**src/evpa_pkg.sv**
```systemverilog
// Purpose: constants and types of the arbiter
// Assumes: one clock, AHB-Lite words
// Notes: 3-bit priorities, widened to 4 bits
//
// Functional notes
// - irq n is exception n+16, offset four times
// - configurable priorities reset to zero
// - entry zero holds stack pointer, rest handlers
// - table base is zero after reset
// - privileged write relocates base within range
// - smaller priority value wins
// - reset, hard fault, nmi priorities fixed
// - configurable fields hold only zero to seven
// - equal priority: smallest exception number first
// - strictly higher priority preempts running handler
// - equal priority never preempts, goes pending
// - pendable request 14, system tick 15
// - nmi always enabled, fixed minus two
// - hard fault minus one, reset minus three

package evpa_pkg;

   // ==========
   // sizes
   localparam int NUM_IRQ = 44;
   localparam int NUM_EXC = 60;
   localparam int IRQ_BASE = 16;

   // ==========
   // fixed exception numbers
   localparam int EXC_NMI = 2;
   localparam int EXC_HARD = 3;
   localparam int EXC_MEM = 4;
   localparam int EXC_BUS = 5;
   localparam int EXC_USAGE = 6;
   localparam int EXC_SVC = 11;
   localparam int EXC_DEBUG = 12;
   localparam int EXC_PENDSVC = 14;
   localparam int EXC_TICK = 15;

   // ==========
   // widened priority codes: value plus three, so reset is zero
   localparam logic [3:0] EFF_RESET = 4'h0;
   localparam logic [3:0] EFF_NMI = 4'h1;
   localparam logic [3:0] EFF_HARD = 4'h2;
   localparam logic [3:0] EFF_OFFSET = 4'h3;
   localparam logic [3:0] EFF_IDLE = 4'hf;
   localparam logic [2:0] PRIO_RESET = 3'h0;

   // exceptions whose priority software may change
   localparam logic [59:0] CFG_MASK = 60'h81f_fffc_3fff_d870;
   // irq lines that have a source
   localparam logic [43:0] IRQ_USED = 44'h81f_fffc_3fff;

   // ==========
   // vector table
   localparam logic [31:0] VTOR_RESET = 32'h0000_0000;
   localparam logic [31:0] VTOR_MIN = 32'h0000_0100;
   localparam logic [31:0] VTOR_MAX = 32'h3fff_ff00;
   localparam logic [31:0] VTOR_ALIGN = 32'hffff_ff00;

   // ==========================================================
   // register word indices (byte address is four times)
   localparam logic [5:0] W_VTOR = 6'h00;
   localparam logic [5:0] W_STAT = 6'h01;
   localparam logic [5:0] W_CLR = 6'h02;
   localparam logic [5:0] W_IEN = 6'h03;
   localparam logic [5:0] W_STATE = 6'h04;
   localparam logic [5:0] W_EN0 = 6'h05;
   localparam logic [5:0] W_EN1 = 6'h06;
   localparam logic [5:0] W_PEND0 = 6'h07;
   localparam logic [5:0] W_PEND1 = 6'h08;
   localparam logic [5:0] W_ACT0 = 6'h09;
   localparam logic [5:0] W_ACT1 = 6'h0a;
   localparam logic [5:0] W_SYS = 6'h0b;
   localparam logic [5:0] W_PRIO = 6'h10;
   localparam logic [5:0] W_PRIO_LAST = 6'h17;

   // status bit positions
   localparam int ST_PREEMPT = 0;
   localparam int ST_EQPEND = 1;
   localparam int ST_VTOR_REJ = 2;
   localparam int NUM_ST = 3;

   // ==========
   // system exception event pulses from the core
   typedef struct packed {
      logic nmi;
      logic hard_fault;
      logic mem_fault;
      logic bus_fault;
      logic usage_fault;
      logic supervisor_call_exception;
      logic debug_mon;
      logic pendable_service_request;
      logic sys_tick;
   } evpa_sys_req_t;

   // exception entry/exit handshake from the core
   typedef struct packed {
      logic entry;
      logic exit;
      logic [5:0] exit_num;
   } evpa_core_in_t;

   // arbitration result towards the core
   typedef struct packed {
      logic req;
      logic preempt;
      logic [5:0] num;
      logic [31:0] vec_addr;
      logic [31:0] sp_addr;
   } evpa_core_out_t;

endpackage

```
**src/evpa_arbiter.sv**
```systemverilog
// Purpose: exception vector and priority arbiter
// Assumes: clk_en high during bus transfers
// Notes: irq lines are asynchronous, filtered here
`timescale 1ns/1ns
`default_nettype none

module evpa_arbiter
   import evpa_pkg::*;
(
   // clock, reset, enable
   input wire logic core_clk,
   input wire logic rst_b,
   input wire logic clk_en,
   // ahb-lite slave
   input wire logic hsel,
   input wire logic [31:0] haddr,
   input wire logic [1:0] htrans,
   input wire logic hwrite,
   input wire logic [2:0] hsize,
   input wire logic [3:0] hprot,
   input wire logic [31:0] hwdata,
   input wire logic hready,
   output logic hreadyout,
   output logic hresp,
   output logic [31:0] hrdata,
   // peripheral interrupt lines
   input wire logic [NUM_IRQ-1:0] irq_line,
   // core side
   input wire evpa_sys_req_t sys_req,
   input wire evpa_core_in_t core_in,
   output evpa_core_out_t core_out,
   // summary interrupt
   output logic evt_irq
);

   // ==========
   // state
   logic [31:0] vtor_q; // vector table base
   logic [2:0] prio_q [NUM_EXC]; // configurable priorities
   logic [NUM_IRQ-1:0] irq_en_q; // peripheral enables
   logic [NUM_EXC-1:0] pend_q; // pending per exception
   logic [NUM_EXC-1:0] act_q; // active per exception
   logic [NUM_IRQ-1:0] s1_q, s2_q, s3_q; // irq synchroniser
   logic [NUM_IRQ-1:0] filt_q; // agreed irq level
   logic [NUM_ST-1:0] stat_q; // sticky events
   logic [NUM_ST-1:0] ien_q; // event enables
   logic wr_q; // write data phase pending
   logic [5:0] wr_idx_q; // its word index
   logic wr_priv_q; // its privilege
   logic preempt_d1_q; // last preempt level, for edges
   evpa_core_out_t out_q; // registered answer to the core
   logic [31:0] rdata_q; // registered read data
   logic int_q; // registered interrupt

   // ==========
   // bus decode
   logic addr_ok; // address phase accepted
   logic [5:0] a_idx; // read word index
   logic wr_go; // write happens now
   logic [NUM_EXC-1:0] wmask; // words written this cycle, per exception

   assign addr_ok = hsel && htrans[1] && hready;
   assign a_idx = haddr[7:2];
   assign wr_go = wr_q;

   // ==========
   // effective priorities, widened so the fixed ones sit below zero
   logic [NUM_EXC*4-1:0] eff; // flat 4-bit per exception

   for (genvar e = 0; e < NUM_EXC; e++)
   begin : g_eff
      if (e == EXC_NMI)
      begin : g_nmi
         assign eff[e*4 +: 4] = EFF_NMI;
      end
      else if (e == EXC_HARD)
      begin : g_hard
         assign eff[e*4 +: 4] = EFF_HARD;
      end
      else if (CFG_MASK[e])
      begin : g_cfg
         // 0..7 maps to 3..10, always behind the fixed ones
         assign eff[e*4 +: 4] = EFF_OFFSET + {1'b0, prio_q[e]};
      end
      else
      begin : g_none
         assign eff[e*4 +: 4] = EFF_IDLE;
      end
      assign wmask[e] = wr_go && (wr_idx_q == W_PRIO + 6'(e / 8)) && CFG_MASK[e];
   end

   // ==========
   // arbitration
   logic best_found, run_found;
   logic [5:0] best_num, run_num;
   logic [3:0] best_prio, run_prio;
   logic take; // best pending may be entered
   logic [NUM_EXC-1:0] pend_set; // new pending events this cycle

   evpa_pick u_pend_pick (
      .cand(pend_q),
      .eff(eff),
      .found(best_found),
      .num(best_num),
      .prio(best_prio)
   );

   // the running level is the most urgent active handler
   evpa_pick u_run_pick (
      .cand(act_q),
      .eff(eff),
      .found(run_found),
      .num(run_num),
      .prio(run_prio)
   );

   // strictly more urgent only; equal stays pending
   assign take = best_found && (best_prio < run_prio);

   // ==========
   // event sources
   always_comb
   begin
      pend_set = '0;
      // irq n lands on exception n + 16; reserved lines are dropped
      for (int n = 0; n < NUM_IRQ; n++)
      begin
         pend_set[IRQ_BASE + n] = filt_q[n] && irq_en_q[n] && IRQ_USED[n];
      end
      pend_set[EXC_NMI] = sys_req.nmi; // never masked
      pend_set[EXC_HARD] = sys_req.hard_fault;
      pend_set[EXC_MEM] = sys_req.mem_fault;
      pend_set[EXC_BUS] = sys_req.bus_fault;
      pend_set[EXC_USAGE] = sys_req.usage_fault;
      pend_set[EXC_SVC] = sys_req.supervisor_call_exception;
      pend_set[EXC_DEBUG] = sys_req.debug_mon;
      pend_set[EXC_PENDSVC] = sys_req.pendable_service_request;
      pend_set[EXC_TICK] = sys_req.sys_tick;
   end

   // a new event at the running level while a handler runs
   logic eq_pend;
   always_comb
   begin
      eq_pend = 1'b0;
      for (int e = 0; e < NUM_EXC; e++)
      begin
         if (pend_set[e] && !pend_q[e] && run_found && (eff[e*4 +: 4] == run_prio))
         begin
            eq_pend = 1'b1;
         end
      end
   end

   // ==========
   // irq synchroniser: three stages, level changes once two agree
   always_ff @(posedge core_clk or negedge rst_b)
   begin
      if (!rst_b)
      begin
         s1_q <= '0;
         s2_q <= '0;
         s3_q <= '0;
         filt_q <= '0;
      end
      else if (clk_en)
      begin
         s1_q <= irq_line & IRQ_USED; // reserved lines tied low
         s2_q <= s1_q;
         s3_q <= s2_q;
         // a single stray sample in s2 never reaches the filter
         filt_q <= (s2_q & s3_q) | (filt_q & (s2_q | s3_q));
      end
   end

   // ==========
   // pending and active; a new system event beats a clear in the same cycle, an irq event does not
   always_ff @(posedge core_clk or negedge rst_b)
   begin
      if (!rst_b)
      begin
         pend_q <= '0;
         act_q <= '0;
      end
      else if (clk_en)
      begin
         for (int e = 0; e < NUM_EXC; e++)
         begin
            if (pend_set[e] && !(e >= IRQ_BASE && (act_q[e] || // no re-pend while entered
               (core_in.entry && out_q.req && (out_q.num == 6'(e))))))
            begin
               pend_q[e] <= 1'b1;
            end
            else if (core_in.entry && out_q.req && (out_q.num == 6'(e)))
            begin
               pend_q[e] <= 1'b0;
            end
            // entry sets first, an exit of the same number in that cycle loses
            if (core_in.entry && out_q.req && (out_q.num == 6'(e)))
            begin
               act_q[e] <= 1'b1;
            end
            else if (core_in.exit && (core_in.exit_num == 6'(e)))
            begin
               act_q[e] <= 1'b0;
            end
         end
      end
   end

   // ==========
   // answer to the core
   always_ff @(posedge core_clk or negedge rst_b)
   begin
      if (!rst_b)
      begin
         out_q <= '0;
         preempt_d1_q <= 1'b0;
      end
      else if (clk_en)
      begin
         out_q.req <= take;
         out_q.preempt <= take && run_found;
         out_q.num <= best_num;
         // handler word at base plus four times the number
         out_q.vec_addr <= vtor_q + {24'h000000, best_num, 2'b00};
         out_q.sp_addr <= vtor_q; // first entry is the stack pointer
         preempt_d1_q <= take && run_found;
      end
   end

   // ==========
   // vector table base; only privileged, in-range writes land
   logic vtor_wr, vtor_ok;
   assign vtor_wr = wr_go && (wr_idx_q == W_VTOR);
   assign vtor_ok = wr_priv_q && (hwdata >= VTOR_MIN) && (hwdata <= VTOR_MAX);

   always_ff @(posedge core_clk or negedge rst_b)
   begin
      if (!rst_b)
      begin
         vtor_q <= VTOR_RESET;
      end
      else if (clk_en && vtor_wr && vtor_ok)
      begin
         // low byte forced to zero in case software slips on alignment
         vtor_q <= hwdata & VTOR_ALIGN;
      end
   end

   // ==========
   // priority fields and enables
   always_ff @(posedge core_clk or negedge rst_b)
   begin
      if (!rst_b)
      begin
         for (int e = 0; e < NUM_EXC; e++)
         begin
            prio_q[e] <= PRIO_RESET;
         end
         irq_en_q <= '0;
         ien_q <= '0;
      end
      else if (clk_en)
      begin
         for (int e = 0; e < NUM_EXC; e++)
         begin
            // fixed-priority entries are never written
            if (wmask[e])
            begin
               prio_q[e] <= hwdata[(e % 8) * 4 +: 3];
            end
         end
         if (wr_go && (wr_idx_q == W_EN0))
         begin
            irq_en_q[31:0] <= hwdata & IRQ_USED[31:0];
         end
         if (wr_go && (wr_idx_q == W_EN1))
         begin
            irq_en_q[43:32] <= hwdata[11:0] & IRQ_USED[43:32];
         end
         if (wr_go && (wr_idx_q == W_IEN))
         begin
            ien_q <= hwdata[NUM_ST-1:0];
         end
      end
   end

   // ==========
   // sticky status, write-one-to-clear; a set in the same cycle wins
   logic [NUM_ST-1:0] st_set, st_clr;
   assign st_set[ST_PREEMPT] = take && run_found && !preempt_d1_q;
   assign st_set[ST_EQPEND] = eq_pend;
   assign st_set[ST_VTOR_REJ] = vtor_wr && !vtor_ok;
   assign st_clr = (wr_go && (wr_idx_q == W_CLR)) ? hwdata[NUM_ST-1:0] : '0;

   always_ff @(posedge core_clk or negedge rst_b)
   begin
      if (!rst_b)
      begin
         stat_q <= '0;
         int_q <= 1'b0;
      end
      else if (clk_en)
      begin
         stat_q <= (stat_q & ~st_clr) | st_set;
         // one cycle behind the status bit, kept registered for timing
         int_q <= |(stat_q & ien_q);
      end
   end

   // ==========
   // bus slave: zero wait, read data registered in the address phase
   logic [31:0] rd;
   always_comb
   begin
      rd = 32'h0000_0000;
      case (a_idx)
         W_VTOR: rd = vtor_q;
         W_STAT: rd = {29'h0000_0000, stat_q};
         W_IEN: rd = {29'h0000_0000, ien_q};
         W_STATE: rd = {16'h0000, run_prio, best_prio, 1'b0, take, best_num};
         W_EN0: rd = irq_en_q[31:0];
         W_EN1: rd = {20'h00000, irq_en_q[43:32]};
         W_PEND0: rd = pend_q[47:16];
         W_PEND1: rd = {20'h00000, pend_q[59:48]};
         W_ACT0: rd = act_q[47:16];
         W_ACT1: rd = {20'h00000, act_q[59:48]};
         W_SYS: rd = {act_q[15:0], pend_q[15:0]};
         default:
         begin
            // priority words pack eight 4-bit slots, top bit reads zero
            if (a_idx >= W_PRIO && a_idx <= W_PRIO_LAST)
            begin
               for (int j = 0; j < 8; j++)
               begin
                  if ((int'(a_idx - W_PRIO) * 8 + j) < NUM_EXC)
                  begin
                     rd[j*4 +: 3] = prio_q[int'(a_idx - W_PRIO) * 8 + j];
                  end
               end
            end
         end
      endcase
   end

   always_ff @(posedge core_clk or negedge rst_b)
   begin
      if (!rst_b)
      begin
         wr_q <= 1'b0;
         wr_idx_q <= 6'h00;
         wr_priv_q <= 1'b0;
         rdata_q <= 32'h0000_0000;
      end
      else if (clk_en)
      begin
         wr_q <= addr_ok && hwrite;
         wr_idx_q <= a_idx;
         wr_priv_q <= hprot[1]; // privileged access flag
         // unmapped words read zero, writes there are dropped
         rdata_q <= (addr_ok && !hwrite) ? rd : 32'h0000_0000;
      end
   end

   // ==========
   // outputs, straight from flops; hreadyout and hresp tied constant
   assign hreadyout = 1'b1;
   assign hresp = 1'b0;
   assign hrdata = rdata_q;
   assign core_out = out_q;
   assign evt_irq = int_q;

endmodule
`default_nettype wire

```
**src/evpa_pick.sv**
```systemverilog
// Purpose: picks the most urgent exception of a set
// Assumes: 4-bit priorities, smaller is more urgent
// Notes: combinational, caller registers the result
`timescale 1ns/1ns
`default_nettype none

module evpa_pick
   import evpa_pkg::*;
(
   // candidate set
   input wire logic [NUM_EXC-1:0] cand,
   input wire logic [NUM_EXC*4-1:0] eff,
   // winner
   output logic found,
   output logic [5:0] num,
   output logic [3:0] prio
);

   // ==========
   // scan from the top so the lowest number wins a tie
   always_comb
   begin
      found = 1'b0;
      num = 6'h00;
      prio = EFF_IDLE;
      for (int e = NUM_EXC - 1; e >= 0; e--)
      begin
         // smaller value is more urgent, equal lets the lower number in
         if (cand[e] && (eff[e*4 +: 4] <= prio))
         begin
            found = 1'b1;
            num = 6'(e);
            prio = eff[e*4 +: 4];
         end
      end
   end

endmodule
`default_nettype wire

```
**config.mk**
```make
export PLATFORM = sky130hd
export DESIGN_NAME = evpa_arbiter
export DESIGN_NICKNAME = d
export VERILOG_FILES = /design/src/evpa_pkg.sv /design/src/evpa_arbiter.sv /design/src/evpa_pick.sv
export SDC_FILE = /design/constraint.sdc
export NUM_CORES = 2
export LEC_CHECK = 0
export BUFFER_PORTS_ARGS = -buffer_cell sky130_fd_sc_hd__buf_4
export CORE_UTILIZATION = 50
export DETAILED_ROUTE_END_ITERATION = 10
export PLACE_DENSITY = 0.79
export SYNTH_ARGS = -nofsm -noshare
export SYNTH_HDL_FRONTEND = slang
export SYNTH_HIERARCHICAL = 1
export SYNTH_SLANG_ARGS = --single-unit
export TNS_END_PERCENT = 10
```
**constraint.sdc**
```tcl
create_clock -name core_clk -period 84 [get_ports core_clk]
set_clock_uncertainty 0.05 [all_clocks]
set_input_delay 21 -clock core_clk [delete_from_list [all_inputs] [get_ports core_clk]]
set_output_delay 21 -clock core_clk [all_outputs]
set_load 0.02 [all_outputs]
```
==> impl_results.md <==
* Synthesized instance count at between 6000 and 7000
* RSZ-0062 raised after global routing: true
* Total of max-cap violations at 0
* Grt peak-use layer: met2
* Antenna-violating nets left at 0
* HP Class: register to register
* Least-Margin Pin Slew at approximately 1.3 ns
* Initial antenna violation count at 26
* H-tree depth at 2
* Worst Path Class, Setup: register to register
* R2R setup slack at about 0.042 ns
* Most frequent CP cell: ha_4
* Most frequent cells in the layout: 1135 x buf_4, 538 x nand2_1, 533 x inv_1, 499 x dfrtp_1, 458 x o21ai_0
* Tmin final at 83.96 ns
* Slew headroom at 0.106
* Hold depth at 1
* Worst flop-to-flop path endpoint: stat_q[1]$_DFFE_PN0P_
* Met3 Use GR at 0.102
* Iteration-0 DRC Markers at ~6200
* Worst r2r src: prio_q[0]$_DFFE_PN0P_
* Clk slew on worst S/H paths at about 0.060 ns
* Met1 Usage GRT at 0.505
* Port Buffer Count at around 190
* Met2 usage at 0.630
* Largest net degree at the start of global routing at roughly 110
* Die ar. at about 110000 sq um
* Register area at approximately 12000 sq um
* Hold-critical path endpoint: hrdata[31]$_DFFE_PN0P_
* Number of global-route vias before repair at about 54000
* Critical-path top delay cell: a2111oi_0
* First-pass GRT wire length at around 330 mm
* CP bufs+invs at 48
* Aggregate global routing overflow at 0
* PnR worst setup slack at around 0.042 ns
* I/O pin count at 247
* Hold Crit Start: hrdata[31]$_DFFE_PN0P_
* Synth Cell Area at approximately 52000 sq um
* Crit-path max FO at 6
* CTS tree: built
* Endpoints failing setup at 0
* WL/cell at about 25 um
* Maximum root-to-sink buffer count at 3
* Pre-CTS WS at -4.92 ns
* Critical Path AT at between 80 and 90 ns
* Syn. warnings at 6
* Fin. max-slew vios at 0
* Crit end category: register
* Worst hold slack at about 0.44 ns
* CTS Root Cell: clkbuf_16
* Initial Util at 0.506
* Startpoint Class: register
* Die X at 326 um
* Max incr delay on CP at between 0.5 and 0.6 ns
* Multi-input gate area at around 42000 sq um
* Num CTS Buffers at 56
* Via density at 6.23
* DP HPWL at approximately 180 mm
* Gr usage total at 0.407
* Worst-skew pair later-pin latency at around 0.68 ns
* Drt total wl at approximately 230 mm
* Worst R2R Path Depth at between 400 and 500
* Status: finished clean
* CTS Hold Buffers Added at 0
* Die Height at roughly 330 um
* Gp weighted congestion at between 1 and 1.5
* CP delay by family, top: compound AO/OA/AOI/OAI gates
* # rows at ~120
* Commonest non-fill, non-tap cell in the layout: buf_4
* Core area at between 100000 and 150000 sq um
* Fin. Hold Viols at 0
* Fill cells at roughly 8300
* Syn Area/Cell at a little over 8 sq um
* Fin crit share at 0.999
* Maximum clock frequency at roughly 12 MHz
* Final net count at 8383
* Layout cells sized above 1 at 0.297
* First-pass iteration count of the detailed router at 8
* Drt drc at 0
* Clock sinks at approximately 500
* Vias at just under 60000
* Area growth syn-to-layout at 31.6%
* Req. time, crit path at 84.41 ns
[layout make-up]
type / instances / share of cell area
timing repair buffer: 1172 / 0.131
inverter: 565 / 0.0312
clock inverter: 32 / 0.00517
multi-input combinational: 5612 / 0.604
sequential: 499 / 0.181
tap: 1380 / 0.0250
antenna: 2 / 0.0000725
clock buffer: 71 / 0.0221
[state kept, by name, summed over array words and instances (netlist names)]
name,flops
s1_q,34
ien_q,3
wr_go,1
core_out,32
filt_q,34
s2_q,34
wr_priv_q,1
vtor_q,24
evt_irq,1
act_q,60
hrdata,32
stat_q,3
prio_q,123
pend_q,43
wr_idx_q,6
s3_q,34
irq_en_q,34
[per-stage QoR]
stage	instances	instance area [sq um]	utilization	setup TNS [ns]
after CTS	9215	65500	0.632	0
after detailed placement	9045	62300	0.600	-34.09
final	9333	69000	0.665	0
after global routing	9332	69000	0.665	-19.31
after floorplan	6913	54200	-	0
after global placement	9045	62300	0.600	-11.12
[worst max-delay path by stage]
stage               cells after the start  slack, ns                  start                    end
global placement                      462      -2.37  prio_q[0]$_DFFE_PN0P_  stat_q[1]$_DFFE_PN0P_
detailed placement                    470      -4.92  prio_q[0]$_DFFE_PN0P_  stat_q[1]$_DFFE_PN0P_
global route                          473      -3.03  prio_q[0]$_DFFE_PN0P_  stat_q[1]$_DFFE_PN0P_
CTS                                   468       0.01  prio_q[0]$_DFFE_PN0P_  stat_q[1]$_DFFE_PN0P_
floorplan                             463       1.76  prio_q[0]$_DFFE_PN0P_  stat_q[1]$_DFFE_PN0P_
finish                                462       0.04  prio_q[0]$_DFFE_PN0P_  stat_q[1]$_DFFE_PN0P_
[layer usage]
| layer | up-vias | wire length, um | share of wire |
|---|---|---|---|
| met2 | 2990 | 100000 | 0.44 |
| met1 | 28000 | 88000 | 0.38 |
| met5 | - | 198 | 0.00086 |
| met4 | 26 | 17500 | 0.076 |
| met3 | 801 | 24300 | 0.11 |
| li1 | 26300 | - | - |
[repair_timing]
action,CTS,global route
buffers inserted,66,123
setup endpoints to repair,9,9
cloned,1,0
resized for setup,199,521
pin swaps,120,381
Power is left out: the tool's default activity adds up to more than one toggle a clock period on the data nets, which glitch-free logic cannot reach.
